--- src/hdl/rcl_pkg.sv ---
// Package for the remote critical limit and filter control block.
// Assumes a single 200 MHz clock domain and a plain byte-wide register port.
package rcl_pkg;

  // Register offsets
  localparam logic [7:0] ADDR_CRIT_LIMIT  = 8'h19;
  localparam logic [7:0] ADDR_CRIT_HYST   = 8'h21;
  localparam logic [7:0] ADDR_FILT_ALARM  = 8'hbf;

  // Power-on values
  localparam logic [7:0] RST_CRIT_LIMIT   = 8'h6e;  // 110 degrees
  localparam logic [7:0] RST_CRIT_HYST    = 8'h0a;  // 10 degrees
  localparam logic [7:0] RST_FILT_ALARM   = 8'h00;
  localparam logic [7:0] RD_UNMAPPED      = 8'h00;

  // Field positions in the filter and alarm mode register
  localparam int FA_CMP_BIT   = 0;
  localparam int FA_FILT_LO   = 1;
  localparam int FA_FILT_HI   = 2;
  localparam int FA_ZERO_LO   = 3;
  localparam int FA_ZERO_HI   = 5;
  localparam int FA_SPARE_LO  = 6;
  localparam int FA_SPARE_HI  = 7;
  localparam int HYST_W       = 7;

  // Temperature sample: 8 integer bits plus 3 fraction bits (1/8 degree)
  localparam int TEMP_W       = 11;
  localparam int FRAC_W       = 3;
  localparam int CMP_W        = TEMP_W + 2;

  // Decoded filter level
  typedef enum logic [1:0] {
    RCL_LVL_OFF = 2'b00,
    RCL_LVL_MIN = 2'b01,
    RCL_LVL_MAX = 2'b10
  } rcl_flevel_t;

  // Register write request
  typedef struct packed {
    logic [7:0] addr;
    logic [7:0] data;
  } rcl_wr_t;

  // One finished remote conversion, both unfiltered and filtered
  typedef struct packed {
    logic [TEMP_W-1:0] raw;
    logic [TEMP_W-1:0] filt;
  } rcl_sample_t;

endpackage

--- src/hdl/rcl_crit_cmp.sv ---
// Critical limit comparator with hysteresis threshold.
// Assumes the temperature and limit share the format chosen by usf_i.
`timescale 1ns/100ps
module rcl_crit_cmp (
  input  wire logic [rcl_pkg::TEMP_W-1:0] temp_i,
  input  wire logic                       usf_i,
  input  wire logic [7:0]                 limit_i,
  input  wire logic [rcl_pkg::HYST_W-1:0] hyst_i,
  output logic                            above_o,
  output logic                            below_rel_o
);

  logic signed [rcl_pkg::CMP_W-1:0] temp_x;
  logic signed [rcl_pkg::CMP_W-1:0] lim_x;
  logic signed [rcl_pkg::CMP_W-1:0] rel_x;
  logic        [rcl_pkg::CMP_W-1:0] hyst_x;

  // Extend both operands to eighths of a degree; sign only when signed format
  always_comb begin
    if (usf_i) begin
      temp_x = {2'b00, temp_i};
      lim_x  = {2'b00, limit_i, 3'h0};
    end else begin
      temp_x = {{2{temp_i[rcl_pkg::TEMP_W-1]}}, temp_i};
      lim_x  = {{2{limit_i[7]}}, limit_i, 3'h0};
    end
    hyst_x = {3'h0, hyst_i, 3'h0};
    rel_x  = lim_x - $signed(hyst_x);
  end

  // Fractional part counts, so 110.125 is above a 110 limit
  assign above_o     = temp_x > lim_x;
  assign below_rel_o = temp_x < rel_x;

endmodule

--- src/hdl/rcl_ctrl.sv ---
// Remote critical limit, hysteresis, filter select and alarm mode control.
// Assumes the conversion engine pulses conv_done_i with a settled sample and
// that the configuration register (override and format bits) lives outside.
`timescale 1ns/100ps

module rcl_ctrl (
  input  wire logic                  clk_i,
  input  wire logic                  resetn_i,
  input  wire logic                  wr_en_i,
  input  wire rcl_pkg::rcl_wr_t      wr_i,
  input  wire logic                  rd_en_i,
  input  wire logic [7:0]            rd_addr_i,
  output logic [7:0]                 rd_data_o,
  input  wire logic                  limit_override_i,
  input  wire logic                  unsigned_format_select_i,
  input  wire logic                  conv_done_i,
  input  wire rcl_pkg::rcl_sample_t  sample_i,
  input  wire logic                  flag_ack_i,
  output rcl_pkg::rcl_flevel_t       filter_level_o,
  output logic                       remote_crit_flag_o,
  output logic                       critical_output_o,
  output logic                       alarm_o
);

  logic [7:0]                 crit_limit_bits_q;
  logic [7:0]                 crit_hyst_q;
  logic [7:0]                 filt_alarm_q;
  logic [7:0]                 rd_data_q;
  logic                       crit_q;
  logic                       flag_q;
  logic [1:0]                 remote_filter_select;
  logic                       alarm_comparator_select;
  logic [rcl_pkg::TEMP_W-1:0] temp_sel;
  logic                       above;
  logic                       below_rel;
  logic                       wr_limit;
  logic                       wr_hyst;
  logic                       wr_filt;

  // Filter select decode; 01 and 10 share one level
  function automatic rcl_pkg::rcl_flevel_t dec_filter(input logic [1:0] sel);
    case (sel)
      2'b00:   dec_filter = rcl_pkg::RCL_LVL_OFF;
      2'b01:   dec_filter = rcl_pkg::RCL_LVL_MIN;
      2'b10:   dec_filter = rcl_pkg::RCL_LVL_MIN;
      default: dec_filter = rcl_pkg::RCL_LVL_MAX;
    endcase
  endfunction

  // Write decodes
  assign wr_limit = wr_en_i && (wr_i.addr == rcl_pkg::ADDR_CRIT_LIMIT);
  assign wr_hyst  = wr_en_i && (wr_i.addr == rcl_pkg::ADDR_CRIT_HYST);
  assign wr_filt  = wr_en_i && (wr_i.addr == rcl_pkg::ADDR_FILT_ALARM);

  assign remote_filter_select    = filt_alarm_q[rcl_pkg::FA_FILT_HI:rcl_pkg::FA_FILT_LO];
  assign alarm_comparator_select = filt_alarm_q[rcl_pkg::FA_CMP_BIT];

  // Critical limit; a set override freezes it against writes
  always_ff @(posedge clk_i) begin
    if (!resetn_i) begin
      crit_limit_bits_q <= rcl_pkg::RST_CRIT_LIMIT;
    end else if (wr_limit && !limit_override_i) begin
      crit_limit_bits_q <= wr_i.data;
    end
  end

  // Hysteresis; bit 7 stored only so software reads back what it wrote
  always_ff @(posedge clk_i) begin
    if (!resetn_i) begin
      crit_hyst_q <= rcl_pkg::RST_CRIT_HYST;
    end else if (wr_hyst) begin
      crit_hyst_q <= wr_i.data;
    end
  end

  // Filter and alarm mode; bits 5:3 are never stored
  always_ff @(posedge clk_i) begin
    if (!resetn_i) begin
      filt_alarm_q <= rcl_pkg::RST_FILT_ALARM;
    end else if (wr_filt) begin
      // Spare bits 7:6 are kept as written; software is expected to write zero
      filt_alarm_q <= {wr_i.data[rcl_pkg::FA_SPARE_HI:rcl_pkg::FA_SPARE_LO],
                       3'h0,
                       wr_i.data[rcl_pkg::FA_FILT_HI:rcl_pkg::FA_CMP_BIT]};
    end
  end

  // Registered read data, one cycle after the strobe
  always_ff @(posedge clk_i) begin
    if (!resetn_i) begin
      rd_data_q <= rcl_pkg::RD_UNMAPPED;
    end else if (rd_en_i) begin
      case (rd_addr_i)
        rcl_pkg::ADDR_CRIT_LIMIT: rd_data_q <= crit_limit_bits_q;
        rcl_pkg::ADDR_CRIT_HYST:  rd_data_q <= crit_hyst_q;
        rcl_pkg::ADDR_FILT_ALARM: rd_data_q <= filt_alarm_q;
        default:                  rd_data_q <= rcl_pkg::RD_UNMAPPED;
      endcase
    end
  end

  assign rd_data_o      = rd_data_q;
  assign filter_level_o = dec_filter(remote_filter_select);

  // Compare the filtered result unless filtering is off
  assign temp_sel = (dec_filter(remote_filter_select) == rcl_pkg::RCL_LVL_OFF) ?
                    sample_i.raw : sample_i.filt;

  // Only the low seven hysteresis bits reach the comparator
  rcl_crit_cmp u_cmp (
    .temp_i      (temp_sel),
    .usf_i       (unsigned_format_select_i),
    .limit_i     (crit_limit_bits_q),
    .hyst_i      (crit_hyst_q[rcl_pkg::HYST_W-1:0]),
    .above_o     (above),
    .below_rel_o (below_rel)
  );

  // Critical output: set above limit, released only below the hysteresis point
  always_ff @(posedge clk_i) begin
    if (!resetn_i) begin
      crit_q <= 1'b0;
    end else if (conv_done_i) begin
      if (above) begin
        crit_q <= 1'b1;
      end else if (below_rel) begin
        crit_q <= 1'b0;
      end
    end
  end

  // Sticky flag; a conversion above the limit beats a same-cycle acknowledge
  always_ff @(posedge clk_i) begin
    if (!resetn_i) begin
      flag_q <= 1'b0;
    end else if (conv_done_i && above) begin
      flag_q <= 1'b1;
    end else if (flag_ack_i && !crit_q) begin
      flag_q <= 1'b0;
    end
  end

  assign remote_crit_flag_o = flag_q;
  assign critical_output_o  = crit_q;
  // Comparator mode tracks the live condition instead of the latched flag
  assign alarm_o = alarm_comparator_select ? crit_q : flag_q;

  AST_LIMIT_RESET: assert property (@(posedge clk_i) disable iff (!resetn_i)
    $rose(resetn_i) |-> crit_limit_bits_q == rcl_pkg::RST_CRIT_LIMIT)
    else $error("Critical limit not at its reset value");

  AST_LIMIT_LOCK: assert property (@(posedge clk_i) disable iff (!resetn_i)
    wr_limit && limit_override_i |=> $stable(crit_limit_bits_q))
    else $error("Locked critical limit changed");

  AST_LIMIT_WRITE: assert property (@(posedge clk_i) disable iff (!resetn_i)
    wr_limit && !limit_override_i |=> crit_limit_bits_q == $past(wr_i.data))
    else $error("Unlocked critical limit write lost");

  AST_HYST_WRITE: assert property (@(posedge clk_i) disable iff (!resetn_i)
    wr_hyst |=> crit_hyst_q[6:0] == $past(wr_i.data[6:0]))
    else $error("Hysteresis write lost");

  AST_CRIT_SET: assert property (@(posedge clk_i) disable iff (!resetn_i)
    conv_done_i && above |=> critical_output_o && remote_crit_flag_o)
    else $error("Critical event did not set output and flag");

  AST_CRIT_HOLD: assert property (@(posedge clk_i) disable iff (!resetn_i)
    critical_output_o && !(conv_done_i && below_rel) |=> critical_output_o)
    else $error("Critical output dropped above release point");

  AST_CRIT_RELEASE: assert property (@(posedge clk_i) disable iff (!resetn_i)
    conv_done_i && below_rel && !above |=> !critical_output_o)
    else $error("Critical output not released");

  AST_RD_ZERO: assert property (@(posedge clk_i) disable iff (!resetn_i)
    rd_en_i && rd_addr_i == rcl_pkg::ADDR_FILT_ALARM |=> rd_data_o[5:3] == 3'h0)
    else $error("Reserved filter bits read nonzero");

  AST_FILT_MAX: assert property (@(posedge clk_i) disable iff (!resetn_i)
    remote_filter_select == 2'b11 |-> filter_level_o == rcl_pkg::RCL_LVL_MAX)
    else $error("Filter select 11 not decoded as maximum");

  AST_CMP_MODE: assert property (@(posedge clk_i) disable iff (!resetn_i)
    alarm_comparator_select && !critical_output_o && $past(critical_output_o)
    |-> !alarm_o)
    else $error("Comparator-mode alarm did not release");

  // The flag is sticky: only an acknowledge may take it down
  AST_FLAG_STICKY: assert property (@(posedge clk_i) disable iff (!resetn_i)
    remote_crit_flag_o && !flag_ack_i |=> remote_crit_flag_o)
    else $error("Critical flag cleared without acknowledge");

  // An acknowledge while the critical output is active must not lose the event
  AST_FLAG_KEEP: assert property (@(posedge clk_i) disable iff (!resetn_i)
    remote_crit_flag_o && critical_output_o |=> remote_crit_flag_o)
    else $error("Critical flag cleared while critical output active");

  AST_FILT_MIN: assert property (@(posedge clk_i) disable iff (!resetn_i)
    ^remote_filter_select |-> filter_level_o == rcl_pkg::RCL_LVL_MIN)
    else $error("Filter select 01 or 10 not decoded as minimal");

  AST_FILT_OFF: assert property (@(posedge clk_i) disable iff (!resetn_i)
    remote_filter_select == 2'b00 |-> filter_level_o == rcl_pkg::RCL_LVL_OFF)
    else $error("Filter select 00 not decoded as off");

  // Between conversions the critical output must not move
  AST_CRIT_IDLE: assert property (@(posedge clk_i) disable iff (!resetn_i)
    !conv_done_i |=> $stable(critical_output_o))
    else $error("Critical output changed without a conversion");

  AST_RESET_OUTS: assert property (@(posedge clk_i) disable iff (!resetn_i)
    $rose(resetn_i) |-> crit_hyst_q == rcl_pkg::RST_CRIT_HYST
    && !critical_output_o && !remote_crit_flag_o)
    else $error("Hysteresis or outputs not at reset values");

endmodule

--- config.mk ---
export PLATFORM = sky130hd
export DESIGN_NAME = rcl_ctrl
export DESIGN_NICKNAME = d
export VERILOG_FILES = /design/src/hdl/rcl_pkg.sv /design/src/hdl/rcl_crit_cmp.sv /design/src/hdl/rcl_ctrl.sv
export SDC_FILE = /design/constraint.sdc
export NUM_CORES = 1
export LEC_CHECK = 0
export ABC_AREA = 1
export BUFFER_PORTS_ARGS = -buffer_cell sky130_fd_sc_hd__buf_2
export CAP_MARGIN = 20
export CORE_AREA = 2 2 63 77
export CTS_CLUSTER_SIZE = 16
export DETAILED_ROUTE_END_ITERATION = 10
export DIE_AREA = 0 0 65 79
export GPL_TIMING_DRIVEN = 0
export PLACE_DENSITY = 0.88
export SYNTH_ARGS = -nofsm -noshare
export SYNTH_HDL_FRONTEND = slang
export SYNTH_SLANG_ARGS = --single-unit
--- constraint.sdc ---
create_clock -name clk_i -period 7.4 [get_ports clk_i]
set_input_delay 0.74 -clock clk_i [delete_from_list [all_inputs] [get_ports clk_i]]
set_output_delay 0.74 -clock clk_i [all_outputs]
set_load 0.02 [all_outputs]
==> results by group, run 1 <==
Status
  – Run status: finished clean

GRT
  – Initial antenna violation count: 0
  – Number of global-route vias before repair: between 2000 and 2500
  – Largest net degree at the start of global routing: 11
  – GRT Total Usage: 0.247
  – Total gr overflow: 0
  – First-pass GRT wire length: 10.0 mm

Cells and area
  – Fraction of layout cells with a size suffix above 1: 0.229
  – Layout area overhead: 20.8%
  – ANT cells: 0
  – Fin cells: 491
  – Nets: between 500 and 600

Place
  – Dpl cells: between 400 and 500
  – Final HPWL DP: 5.05 mm
  – Port buffer count: 65
  – Final RePlAce weighted congestion: just under 0.9

Synthesis
  – Synth unique cells: 34
  – Mean Syn Cell Area: 6.71 sq um
  – Seq/Total Area, Yosys: 0.257
  – Async S/R FF share, synth: 0
  – Yosys warning count: 0
  – Most numerous cell in the Yosys netlist: nand2_1
  – Synth Instances: 360
  – Share of Yosys cell area claimed by the top area cell type: 0.257
  – Post-synth top area cell: dfxtp_1
  – Post-Syn Nets: 442
  – Synth Flop Type: dfxtp_1
  – Post-synthesis cell area: 2420 sq um
  – Post-synth EDFFs: 0
  – Top post-synthesis cells by count: nand2_1, inv_1, dfxtp_1
  – Top cells by area, synth: dfxtp_1, nand2_1, ha_1, inv_1, a21oi_1
  – FF+latch count, synth: 31

Routing
  – Vias: ~2600
  – Antenna viol nets, final: 0
  – Met1 wire length: 2.47 mm
  – First-pass DRT Iterations: 4
  – Vias per cell: ~5.3
  – Top Layer Used: met4
  – Total Routed Length: 6.11 mm
  – WL/cell: 12.4 um
  – Met2 Wirelength: ~3.2 mm
  – Metal3 WL: 296 um
  – Detailed router's first-iteration violation count: 91
  – # DRC: 0

Power and ir drop
  – Net Sw Frac: 0.265
  – Seq pwr share: 0.448
  – NetSw: 0.0000997 W
  – Static Leak: 1.50 nW
  – Internal power: 0.000277 W
  – Clock share of power: 0.395
  – Max VDD drop: approximately 0.13 mV
  – Comb pwr share: 0.156
  – PwrDens: between 100 and 150 nW/um^2

Critical path
  – Worst setup SP type: flip-flop
  – CP max FO: 3
  – Crit path DAT: around 3.2 ns
  – CP Class: flip-flop to flip-flop
  – Worst path max stage delay: roughly 0.4 ns
  – Worst flop-to-flop path endpoint: critical_output_o
  – Critical-path cell list: inv_1 > ha_1 > inv_1 > fa_1 > nand3_1 > nand3_1 > a21oi_1 > o21bai_1 > a21oi_1 > a21oi_1 > ha_1 > nand2_1 > nor2_1 > inv_1 > nor2_1 > nand2_1 > nand3_1 > nand3_1 > nand2_1 > a21oi_1
  – Reg2reg path depth: 20
  – Critical Path RT: around 7.6 ns
  – CP delay by family, top: simple AND/OR/NAND/NOR gates
  – Slowest cell on crit path: fa_1
  – CP bufs+invs: 3
  – Critical Path End Type: flip-flop
  – Reg2Reg Setup Slack: roughly 4.4 ns
  – R2r startpoint: crit_limit_bits_q[0]

STA
  – Fmax: roughly 330 MHz
  – Final Max Slew Viols: 0
  – Worst hold slack: 0.460 ns
  – Final hold violations: 0
  – Final setup fails: 0
  – Min Tclk post-route: 3.01 ns
  – RSZ-0062 raised after global routing: false
  – Slew headroom: 0.654
  – Fin crit share: 0.407
  – Tightest Pin Transition: 0.519 ns
  – Clock Skew: 0.00568 ns
  – Post-Route Setup TNS: 0 ns

Clock network
  – CTS resizes: 0
  – Clock buffer depth: 2
  – # Post-CTS Setup Buffers: 0
  – CTS Hold Buffers Added: 0
  – CTS Sinks: 31
  – Clk_lat worst skew: 0.28 ns
  – CTS tree: yes
  – CTS root buf: clkbuf_8
  – H-Tree Depth: 2
  – CTS Buf Count: 5
  – Reg clk slew, reported paths: 0.07 ns

Floorplanning
  – Die Ht: about 79 um
  – Row cnt: 27
  – Starting density of the core: 0.546
  – IO Pins: 67
  – Die Wd: 65 um
  – Core ar.: 4430 sq um
  – DIE AREA: 5140 sq um

Worst hold path
  – Hold Path Class: flip-flop to flip-flop
  – Worst Hold Path EP: rd_data_o[0]
  – Hold Path Cell Cnt: 2
  – Min-Delay Startpoint: rd_data_o[0]

Run
  – Max Cap Violations: 0
## registers in the layout, indices dropped and copies added, names as in the netlist
name / cells
crit_hyst_q: 8
crit_limit_bits_q: 8
critical_output_o: 1
filt_alarm_q: 5
rd_data_o: 8
remote_crit_flag_o: 1
## layer usage
metal  up-vias  global-route usage
met4         0              0.0894
met3        18              0.0382
met2        85               0.464
li1       1324                   -
met5         -                   0
met1      1169               0.277
## worst register-to-register path: cells and delay by family (launching register included)
family	cells	cell delay, ns
adder cells (fa/ha/maj)	3	0.83
buffers and inverters	3	0.21
AND/OR/NAND/NOR	9	0.84
flip-flops	1	0.35
AO/OA/AOI/OAI	5	0.66
## metrics by stage
stage / utilization / area (sq um) / setup WS [ns] / total power (W)
2_1_floorplan: - / 2420 / 4.85 / 0.000206
3_3_place_gp: 0.636 / 2820 / 4.53 / 0.000229
3_5_place_dp: 0.636 / 2820 / 4.42 / 0.000231
4_1_cts: 0.660 / 2920 / 4.41 / 0.000377
5_1_grt: 0.660 / 2920 / 4.09 / 0.000391
6_report: 0.660 / 2920 / 4.39 / 0.000377
## cell usage in the layout (no fill, tap or decap), drive strengths merged, types with 2 or more instances in the layout
cell type / instances
nand2: 115
buf: 71
inv: 51
a21oi: 32
dfxtp: 31
ha: 27
nand3: 25
nor2: 21
o21ai: 13
clkbuf: 8
o211ai: 7
nand4: 5
nor3: 5
nor4: 4
xnor2: 3
xor2: 3
a211oi: 3
o21bai: 2
## power groups by stage
stage / combinational, W / sequential, W / clock, W
5_1_grt: 0.0000666 / 0.000169 / 0.000155
3_3_place_gp: 0.0000568 / 0.000173 / 0
2_1_floorplan: 0.0000322 / 0.000174 / 0
6_report: 0.0000588 / 0.000169 / 0.000149
4_1_cts: 0.0000587 / 0.000169 / 0.000150
3_5_place_dp: 0.0000584 / 0.000173 / 0
## layout make-up
type	instances	area, sq um
plain buffers	7	32.5
clock buffers	7	96.3
clock inverters	1	7.51
fillers	404	1510
inverters	52	195
multi-input cells	270	1570
flip-flops and latches	31	621
well taps	58	72.6
repair buffers	65	325
## logic make-up after synthesis
logic type	after synthesis	share of synthesized area
compound gates	58	0.145
xor+xnor	6	0.0217
fa+ha+maj	28	0.148
buf+inv	59	0.0942
flops	31	0.257
simple gates	178	0.334
## worst max path at each step
stage,startpoint,to,cells after the start
after floorplan,crit_limit_bits_q[0],critical_output_o,20
after detailed placement,crit_limit_bits_q[0],critical_output_o,20
after global routing,crit_limit_bits_q[0],critical_output_o,20
after global placement,crit_limit_bits_q[0],critical_output_o,20
final,crit_limit_bits_q[0],critical_output_o,20
after CTS,crit_limit_bits_q[0],critical_output_o,20
Note: power is estimated with default switching activity, not from simulation.
==> run 2: changes to the inputs <==
--- a/config.mk
+++ b/config.mk
@@ -8,12 +8,12 @@
 export ABC_AREA = 1
 export BUFFER_PORTS_ARGS = -buffer_cell sky130_fd_sc_hd__buf_2
 export CAP_MARGIN = 20
-export CORE_AREA = 2 2 63 77
+export CORE_AREA = 2 2 68 83
 export CTS_CLUSTER_SIZE = 16
 export DETAILED_ROUTE_END_ITERATION = 10
-export DIE_AREA = 0 0 65 79
+export DIE_AREA = 0 0 70 85
 export GPL_TIMING_DRIVEN = 0
-export PLACE_DENSITY = 0.88
+export PLACE_DENSITY = 0.81
 export SYNTH_ARGS = -nofsm -noshare
 export SYNTH_HDL_FRONTEND = slang
 export SYNTH_SLANG_ARGS = --single-unit
==> constraint.sdc (replaced) <==
create_clock -name clk_i -period 2.54 [get_ports clk_i]
set_input_delay 0.254 -clock clk_i [delete_from_list [all_inputs] [get_ports clk_i]]
set_output_delay 0.254 -clock clk_i [all_outputs]
set_load 0.02 [all_outputs]
==> run 2 against run 1 <==
The run now ends with negative setup slack left. Die area up 16%. Sequential power grew to 2.9 times the previous value. Setup slack got worse by 4.5 ns. Cell count up 2.0%. First-iteration DRC count grew 20%. Fmax is 15% higher. Clock skew about the same. Final area up 4.8%. Sequential share of layout area down 0.81 points. Critical endpoint unchanged. Largest power group unchanged.
==> results by group, run 2 (same netlist as run 1, synthesis figures left out) <==
STA
  – Final hold violations: 0 (unchanged)
  – RSZ-0062 raised after global routing: true
  – Final setup fails: 1 (+1)
  – Fin crit share: 1.03 (+0.627)
  – Min Tclk post-route: 2.62 ns (-0.384 ns)
  – Final Max Slew Viols: 0 (unchanged)
  – Tightest Pin Transition: 0.535 ns (+0.0161 ns)
  – Clock Skew: 0.00591 ns (+0.000222 ns)
  – Worst hold slack: 0.215 ns (-0.246 ns)
  – Fmax: 381 MHz (+15%)
  – Slew headroom: 0.643 (-0.0107)
  – Setup ws final: -0.0845 ns (-4.48 ns)

Clock network
  – Clk_lat worst skew: 0.29 ns (about the same)
  – Clock buffer depth: 2 (unchanged)
  – CTS Hold Buffers Added: 0 (unchanged)
  – CTS Sinks: 31 (unchanged)
  – CTS root buf: clkbuf_8
  – Reg clk slew, reported paths: 0.07 ns (about the same)
  – H-Tree Depth: 2 (unchanged)
  – CTS tree: yes
  – CTS Buf Count: 5 (unchanged)

Critical path
  – Critical-path cell list: inv_2 > ha_4 > inv_2 > fa_2 > nand3_2 > nand3_2 > a21oi_2 > o21bai_2 > a21oi_2 > a21oi_2 > ha_1 > nand2_2 > inv_2 > nand2_1 > nand2_1 > a21oi_2 > nand2_1 > nand2_1 > nand3_2 > nand2_1 > a21oi_1
  – Crit path DAT: 2.78 ns (-0.38 ns)
  – Critical path depth: 21 (+5.0%)
  – Slowest cell on crit path: fa_2
  – Cell mode on critical path: nand2_1
  – CP max FO: 2 (-1)
  – Reg2Reg Setup Slack: -0.08 ns (-4.48 ns)
  – Reg2reg path depth: 21 (+5.0%)
  – Worst setup SP type: flip-flop
  – CP Class: flip-flop to flip-flop
  – Worst flop-to-flop path endpoint: critical_output_o
  – CP delay by family, top: adder cells
  – Critical Path RT: 2.69 ns (-4.86 ns)
  – CP bufs+invs: 3 (unchanged)
  – Worst path max stage delay: 0.35 ns (-0.05 ns)
  – R2r startpoint: crit_limit_bits_q[0]
  – Critical Path End Type: flip-flop

Floorplanning
  – Die Ht: 85 um (+7.6%)
  – IO Pins: 67 (unchanged)
  – Core ar.: 5150 sq um (+16%)
  – Row cnt: 29 (+7.4%)
  – DIE AREA: 5950 sq um (+16%)
  – Die Wd: 70 um (+7.7%)
  – Starting density of the core: 0.469 (-0.0771)

Routing
  – Antenna viol nets, final: 0 (unchanged)
  – Detailed router's first-iteration violation count: 109 (+20%)
  – Vias per cell: 5.20 (-1.6%)
  – Vias: 2606 (+0.39%)
  – # DRC: 0 (unchanged)
  – Total Routed Length: 6.17 mm (+1.0%)
  – First-pass DRT Iterations: 4 (unchanged)
  – WL/cell: 12.3 um (-1.0%)

Cells and area
  – Most frequent cells in the layout: nand2_1, buf_2, inv_1
  – # fillers: 477 (+18%)
  – Nets: 520 (+1.2%)
  – Final core utilization: 0.594 (-0.0659)
  – Register area: 626 sq um (+0.81%)
  – Fin cells: 501 (+2.0%)
  – Multi-input gate area: 1650 sq um (+5.4%)
  – Fraction of layout cells with a size suffix above 1: 0.289 (+0.0607)
  – Layout area overhead: 26.6%
  – ANT cells: 0 (unchanged)
  – Design area: 3060 sq um (+4.8%)
  – Leading cell type in the layout, fill and taps excluded: nand2_1

Power and ir drop
  – PwrDens: 362 nW/um^2 (+180%)
  – Static Leak: 1.53 nW (+2.1%)
  – Max VDD drop: 0.275 mV (+120%)

Worst hold path
  – Hold Path Class: input port to flip-flop
  – Min-Delay Startpoint: wr_i[5]
  – Worst Hold Path EP: crit_limit_bits_q[5]
  – Hold Path Cell Cnt: 3 (+1)

GRT
  – Number of global-route vias before repair: 2473 (+3.2%)
  – Total gr overflow: 0 (unchanged)
  – Initial antenna violation count: 0 (unchanged)
  – First-pass GRT wire length: 10.5 mm (+4.9%)
  – GRT Total Usage: 0.217 (-0.0307)
  – Largest net degree at the start of global routing: 11 (unchanged)

Place
  – Final RePlAce weighted congestion: 0.837 (-4.9%)
  – Port buffer count: 65 (unchanged)
  – Final HPWL DP: 5.01 mm (-0.73%)
  – Dpl cells: 487 (+0.83%)
  – Dpl cell area: 2820 sq um (+0.18%)

Run
  – Max Cap Violations: 0 (unchanged)

Status
  – Run status: finished, violations left
  – Failing checks: negative setup slack
run 2: cell types whose count changed in the layout (fill, tap and decap cells not counted), sizes merged:
cell	before	now
buf	71	77
run 2: worst register-to-register path, stage by stage, from the launching register on:
cell	delay (ns)
dfxtp_2	0.33
inv_2	0.07
ha_4	0.13
inv_2	0.04
fa_2	0.35
nand3_2	0.08
nand3_2	0.08
a21oi_2	0.14
o21bai_2	0.09
a21oi_2	0.17
a21oi_2	0.07
ha_1	0.29
nand2_2	0.10
inv_2	0.04
nand2_1	0.05
nand2_1	0.05
a21oi_2	0.12
nand2_1	0.06
nand2_1	0.07
nand3_2	0.07
nand2_1	0.06
a21oi_1	0.05
run 2: layout make-up:
type | count | share of cell area
inverter | 52 | 0.0638
multi-input combinational | 270 | 0.541
tap | 62 | 0.0254
clock buffer | 7 | 0.0315
timing repair buffer | 71 | 0.121
buffer | 7 | 0.0106
sequential | 31 | 0.204
clock inverter | 1 | 0.00245
run 2: power breakdown:
part	total, W	internal (W)	leakage, nW	switching, W
Clock	0.000438	0.000246	0.0505	0.000191
Combinational	0.000180	0.0000742	1.23	0.000105
Sequential	0.000491	0.000489	0.252	0.00000254
Total	0.00111	0.000809	1.53	0.000299
run 2: layer usage:
metal	track usage	routed length, um	vias to the layer above
li1	-	-	1331
met1	0.248	2520	1175
met2	0.392	3070	85
met3	0.0439	393	15
met4	0.0857	189	0
met5	0	0	-
run 2: per-stage QoR:
stage	total power, W	setup TNS, ns	setup WS, ns
global placement	0.000669	-0.321	-0.321
floorplan	0.000601	0	0.00948
finish	0.00111	-0.0845	-0.0845
detailed placement	0.000675	-0.375	-0.375
global route	0.00115	-0.273	-0.273
CTS	0.00111	-0.172	-0.172
run 2: worst max path at each step:
stage / slack [ns] / endpoint / from
after floorplan: 0.009 / critical_output_o / crit_limit_bits_q[0]
after global placement: -0.32 / critical_output_o / crit_limit_bits_q[0]
after detailed placement: -0.38 / critical_output_o / crit_limit_bits_q[0]
after CTS: -0.17 / critical_output_o / crit_limit_bits_q[0]
after global routing: -0.27 / critical_output_o / crit_limit_bits_q[0]
final: -0.08 / critical_output_o / crit_limit_bits_q[0]
run 2: what timing repair did:
| action | CTS | global route |
|---|---|---|
| buffers inserted | 5 | 1 |
| endpoints found under the setup margin | 1 | 2 |
| endpoints found under the hold margin | 0 | 0 |
| gates resized for setup | 20 | 5 |
| pin swaps | 13 | 9 |
==> run 3: changes to the inputs <==
--- a/config.mk
+++ b/config.mk
@@ -12,7 +12,6 @@
 export CTS_CLUSTER_SIZE = 16
 export DETAILED_ROUTE_END_ITERATION = 10
 export DIE_AREA = 0 0 70 85
-export GPL_TIMING_DRIVEN = 0
 export PLACE_DENSITY = 0.81
 export SYNTH_ARGS = -nofsm -noshare
 export SYNTH_HDL_FRONTEND = slang
==> run 3 against run 2 <==
The run still ends with negative setup slack left. Non-clock buffer count grew 1. Routed wire length increased by 5.8%. Cell count increased by 0.20%. Critical path depth is 1 lower. Clock-buffer cell count unchanged. Sequential share of layout area is 0.17 points lower. Combinational power barely moved. First-iteration DRC count rose by 25%. Die area is the same. Sequential cell count did not move. Clock power barely moved. Critical endpoint unchanged.
==> results by group, run 3 (same netlist as run 1, synthesis figures left out) <==
Status
  – Run status: finished, violations left
  – Failing checks: negative setup slack

GRT
  – Number of global-route vias before repair: 2532 (+2.4%)
  – Met2 Usage GRT: 0.410 (+0.0182)
  – Most Crowded Layer GR: met2
  – GRT Total Usage: 0.225 (+0.00826)
  – Met1 usage: 0.258 (+0.00991)
  – Total gr overflow: 0 (unchanged)
  – First-pass GRT wire length: 10.9 mm (+3.3%)
  – M3 GR Usage: 0.0356 (-0.00831)
  – Initial antenna violation count: 0 (unchanged)
  – Largest net degree at the start of global routing: 18 (+7)

Critical path
  – Critical Path RT: 2.69 ns (about the same)
  – CP max FO: 2 (unchanged)
  – Critical Path End Type: flip-flop
  – Reg2reg path depth: 20 (-4.8%)
  – Crit path DAT: 2.78 ns (about the same)
  – Worst setup SP type: flip-flop
  – Worst flop-to-flop path endpoint: critical_output_o
  – CP Class: flip-flop to flip-flop
  – CP startpoint: crit_limit_bits_q[0]
  – R2r startpoint: crit_limit_bits_q[0]
  – Reg2Reg Setup Slack: -0.09 ns (about the same)

Cells and area
  – Layout area overhead: 27.4%
  – Register area: 624 sq um (-0.20%)
  – Fraction of layout cells with a size suffix above 1: 0.291 (+0.00162)
  – Multi-input gate area: 1650 sq um (-0.23%)
  – Final core utilization: 0.598 (+0.00389)
  – # fillers: 491 (+2.9%)
  – Fin cells: 502 (+0.20%)
  – Nets: 521 (+0.19%)
  – ANT cells: 0 (unchanged)
  – Leading cell type in the layout, fill and taps excluded: nand2_1
  – Most frequent cells in the layout: nand2_1, buf_2, inv_1

Clock network
  – H-Tree Depth: 2 (unchanged)
  – Reg clk slew, reported paths: 0.07 ns (about the same)
  – CTS Sinks: 31 (unchanged)
  – CTS root buf: clkbuf_8
  – Clock buffer depth: 2 (unchanged)
  – Clk_lat worst skew: 0.28 ns (about the same)
  – CTS Buf Count: 5 (unchanged)
  – CTS tree: yes

Power and ir drop
  – Static Leak: 1.55 nW (+1.1%)
  – Max VDD drop: 0.250 mV (-9.3%)
  – Total Power: 0.00111 W (+0.49%)
  – PwrDens: 362 nW/um^2 (-0.17%)

Place
  – Worst slack, placed: -0.156 ns (+0.219 ns)
  – Port buffer count: 66 (+1.5%)
  – Dpl cells: 489 (+0.41%)
  – Final RePlAce weighted congestion: 0.946 (+13%)
  – Final HPWL DP: 5.06 mm (+0.96%)

Routing
  – Vias: 2635 (+1.1%)
  – # DRC: 0 (unchanged)
  – First-pass DRT Iterations: 4 (unchanged)
  – Total Routed Length: 6.52 mm (+5.8%)
  – Antenna viol nets, final: 0 (unchanged)
  – Detailed router's first-iteration violation count: 136 (+25%)
  – Vias per cell: 5.25 (+0.91%)
  – WL/cell: 13.0 um (+5.5%)

Floorplanning
  – Starting density of the core: 0.469 (unchanged)
  – IO Pins: 67 (unchanged)
  – Die Ht: 85 um (unchanged)
  – Row cnt: 29 (unchanged)
  – Die Wd: 70 um (unchanged)
  – DIE AREA: 5950 sq um (unchanged)
  – Core ar.: 5150 sq um (unchanged)

Worst hold path
  – Hold Path Class: input port to flip-flop
  – Min-Delay Startpoint: wr_i[5]
  – Hold Path Cell Cnt: 3 (unchanged)
  – Worst Hold Path EP: crit_limit_bits_q[5]

STA
  – Fmax: 380 MHz (-0.25%)
  – Slew headroom: 0.610 (-0.0338)
  – Worst hold slack: 0.215 ns (-0.0000300 ns)
  – Fin crit share: 1.04 (+0.00258)
  – Setup ws final: -0.0910 ns (-0.00655 ns)
  – Tightest Pin Transition: 0.585 ns (+0.0501 ns)
  – Min Tclk post-route: 2.63 ns (+0.00655 ns)
  – Clock Skew: 0.00227 ns (-0.00364 ns)
  – Final setup fails: 1 (unchanged)
  – Final hold violations: 0 (unchanged)
  – Final Max Slew Viols: 0 (unchanged)
  – RSZ-0062 raised after global routing: true

Run
  – Max Cap Violations: 0 (unchanged)
-- run 3: layout make-up --
class	count	share of cell area
multi-input cells	270	0.536
clock buffers	7	0.0313
flip-flops and latches	31	0.203
inverters	52	0.0634
well taps	62	0.0252
repair buffers	79	0.139
clock inverters	1	0.00244
-- run 3: worst max-delay path: stages (launching register included) --
cell and delay, ns:
dfxtp_2 0.32, inv_2 0.07, ha_4 0.12, inv_2 0.04, fa_2 0.34, nand3_2 0.07
nand3_2 0.08, a21oi_2 0.14, o21bai_2 0.10, a21oi_2 0.15, a21oi_1 0.08, ha_1 0.29
nand2_2 0.08, nor2_2 0.04, buf_4 0.13, a21oi_4 0.15, nand2_1 0.06, nand2_1 0.06
nand3_1 0.06, nand2_1 0.06, a21oi_1 0.05
-- run 3: worst max-delay path by stage --
stage	endpoint	slack (ns)
2_1_floorplan	critical_output_o	0.009
5_1_grt	critical_output_o	-0.27
6_report	critical_output_o	-0.09
4_1_cts	critical_output_o	-0.14
3_3_place_gp	critical_output_o	-0.03
3_5_place_dp	critical_output_o	-0.16
-- run 3: where the power goes --
part	switching, W	total (W)	internal [W]	leakage [nW]
Clock	0.000193	0.000439	0.000246	0.0505
Sequential	0.00000275	0.000492	0.000490	0.251
Combinational	0.000105	0.000183	0.0000774	1.25
Total	0.000300	0.00111	0.000813	1.55
-- run 3: what timing repair did --
action                     4_1_cts  5_1_grt
setup buffers                    1        4
setup endpoints to repair        1        2
hold buffers                     0        0
pin swaps                       11       11
gates resized for setup         12       10
-- run 3: metal layers --
layer,wire (um),vias up
li1,-,1336
met1,2600,1211
met2,3480,74
met3,304,14
met4,139,0
met5,0,-
-- run 3: per-stage QoR --
| stage | instance area [sq um] | TNS (ns) |
|---|---|---|
| floorplan | 2420 | 0 |
| global placement | 2850 | -0.0271 |
| detailed placement | 2850 | -0.156 |
| CTS | 3000 | -0.142 |
| global route | 3080 | -0.270 |
| finish | 3080 | -0.0910 |
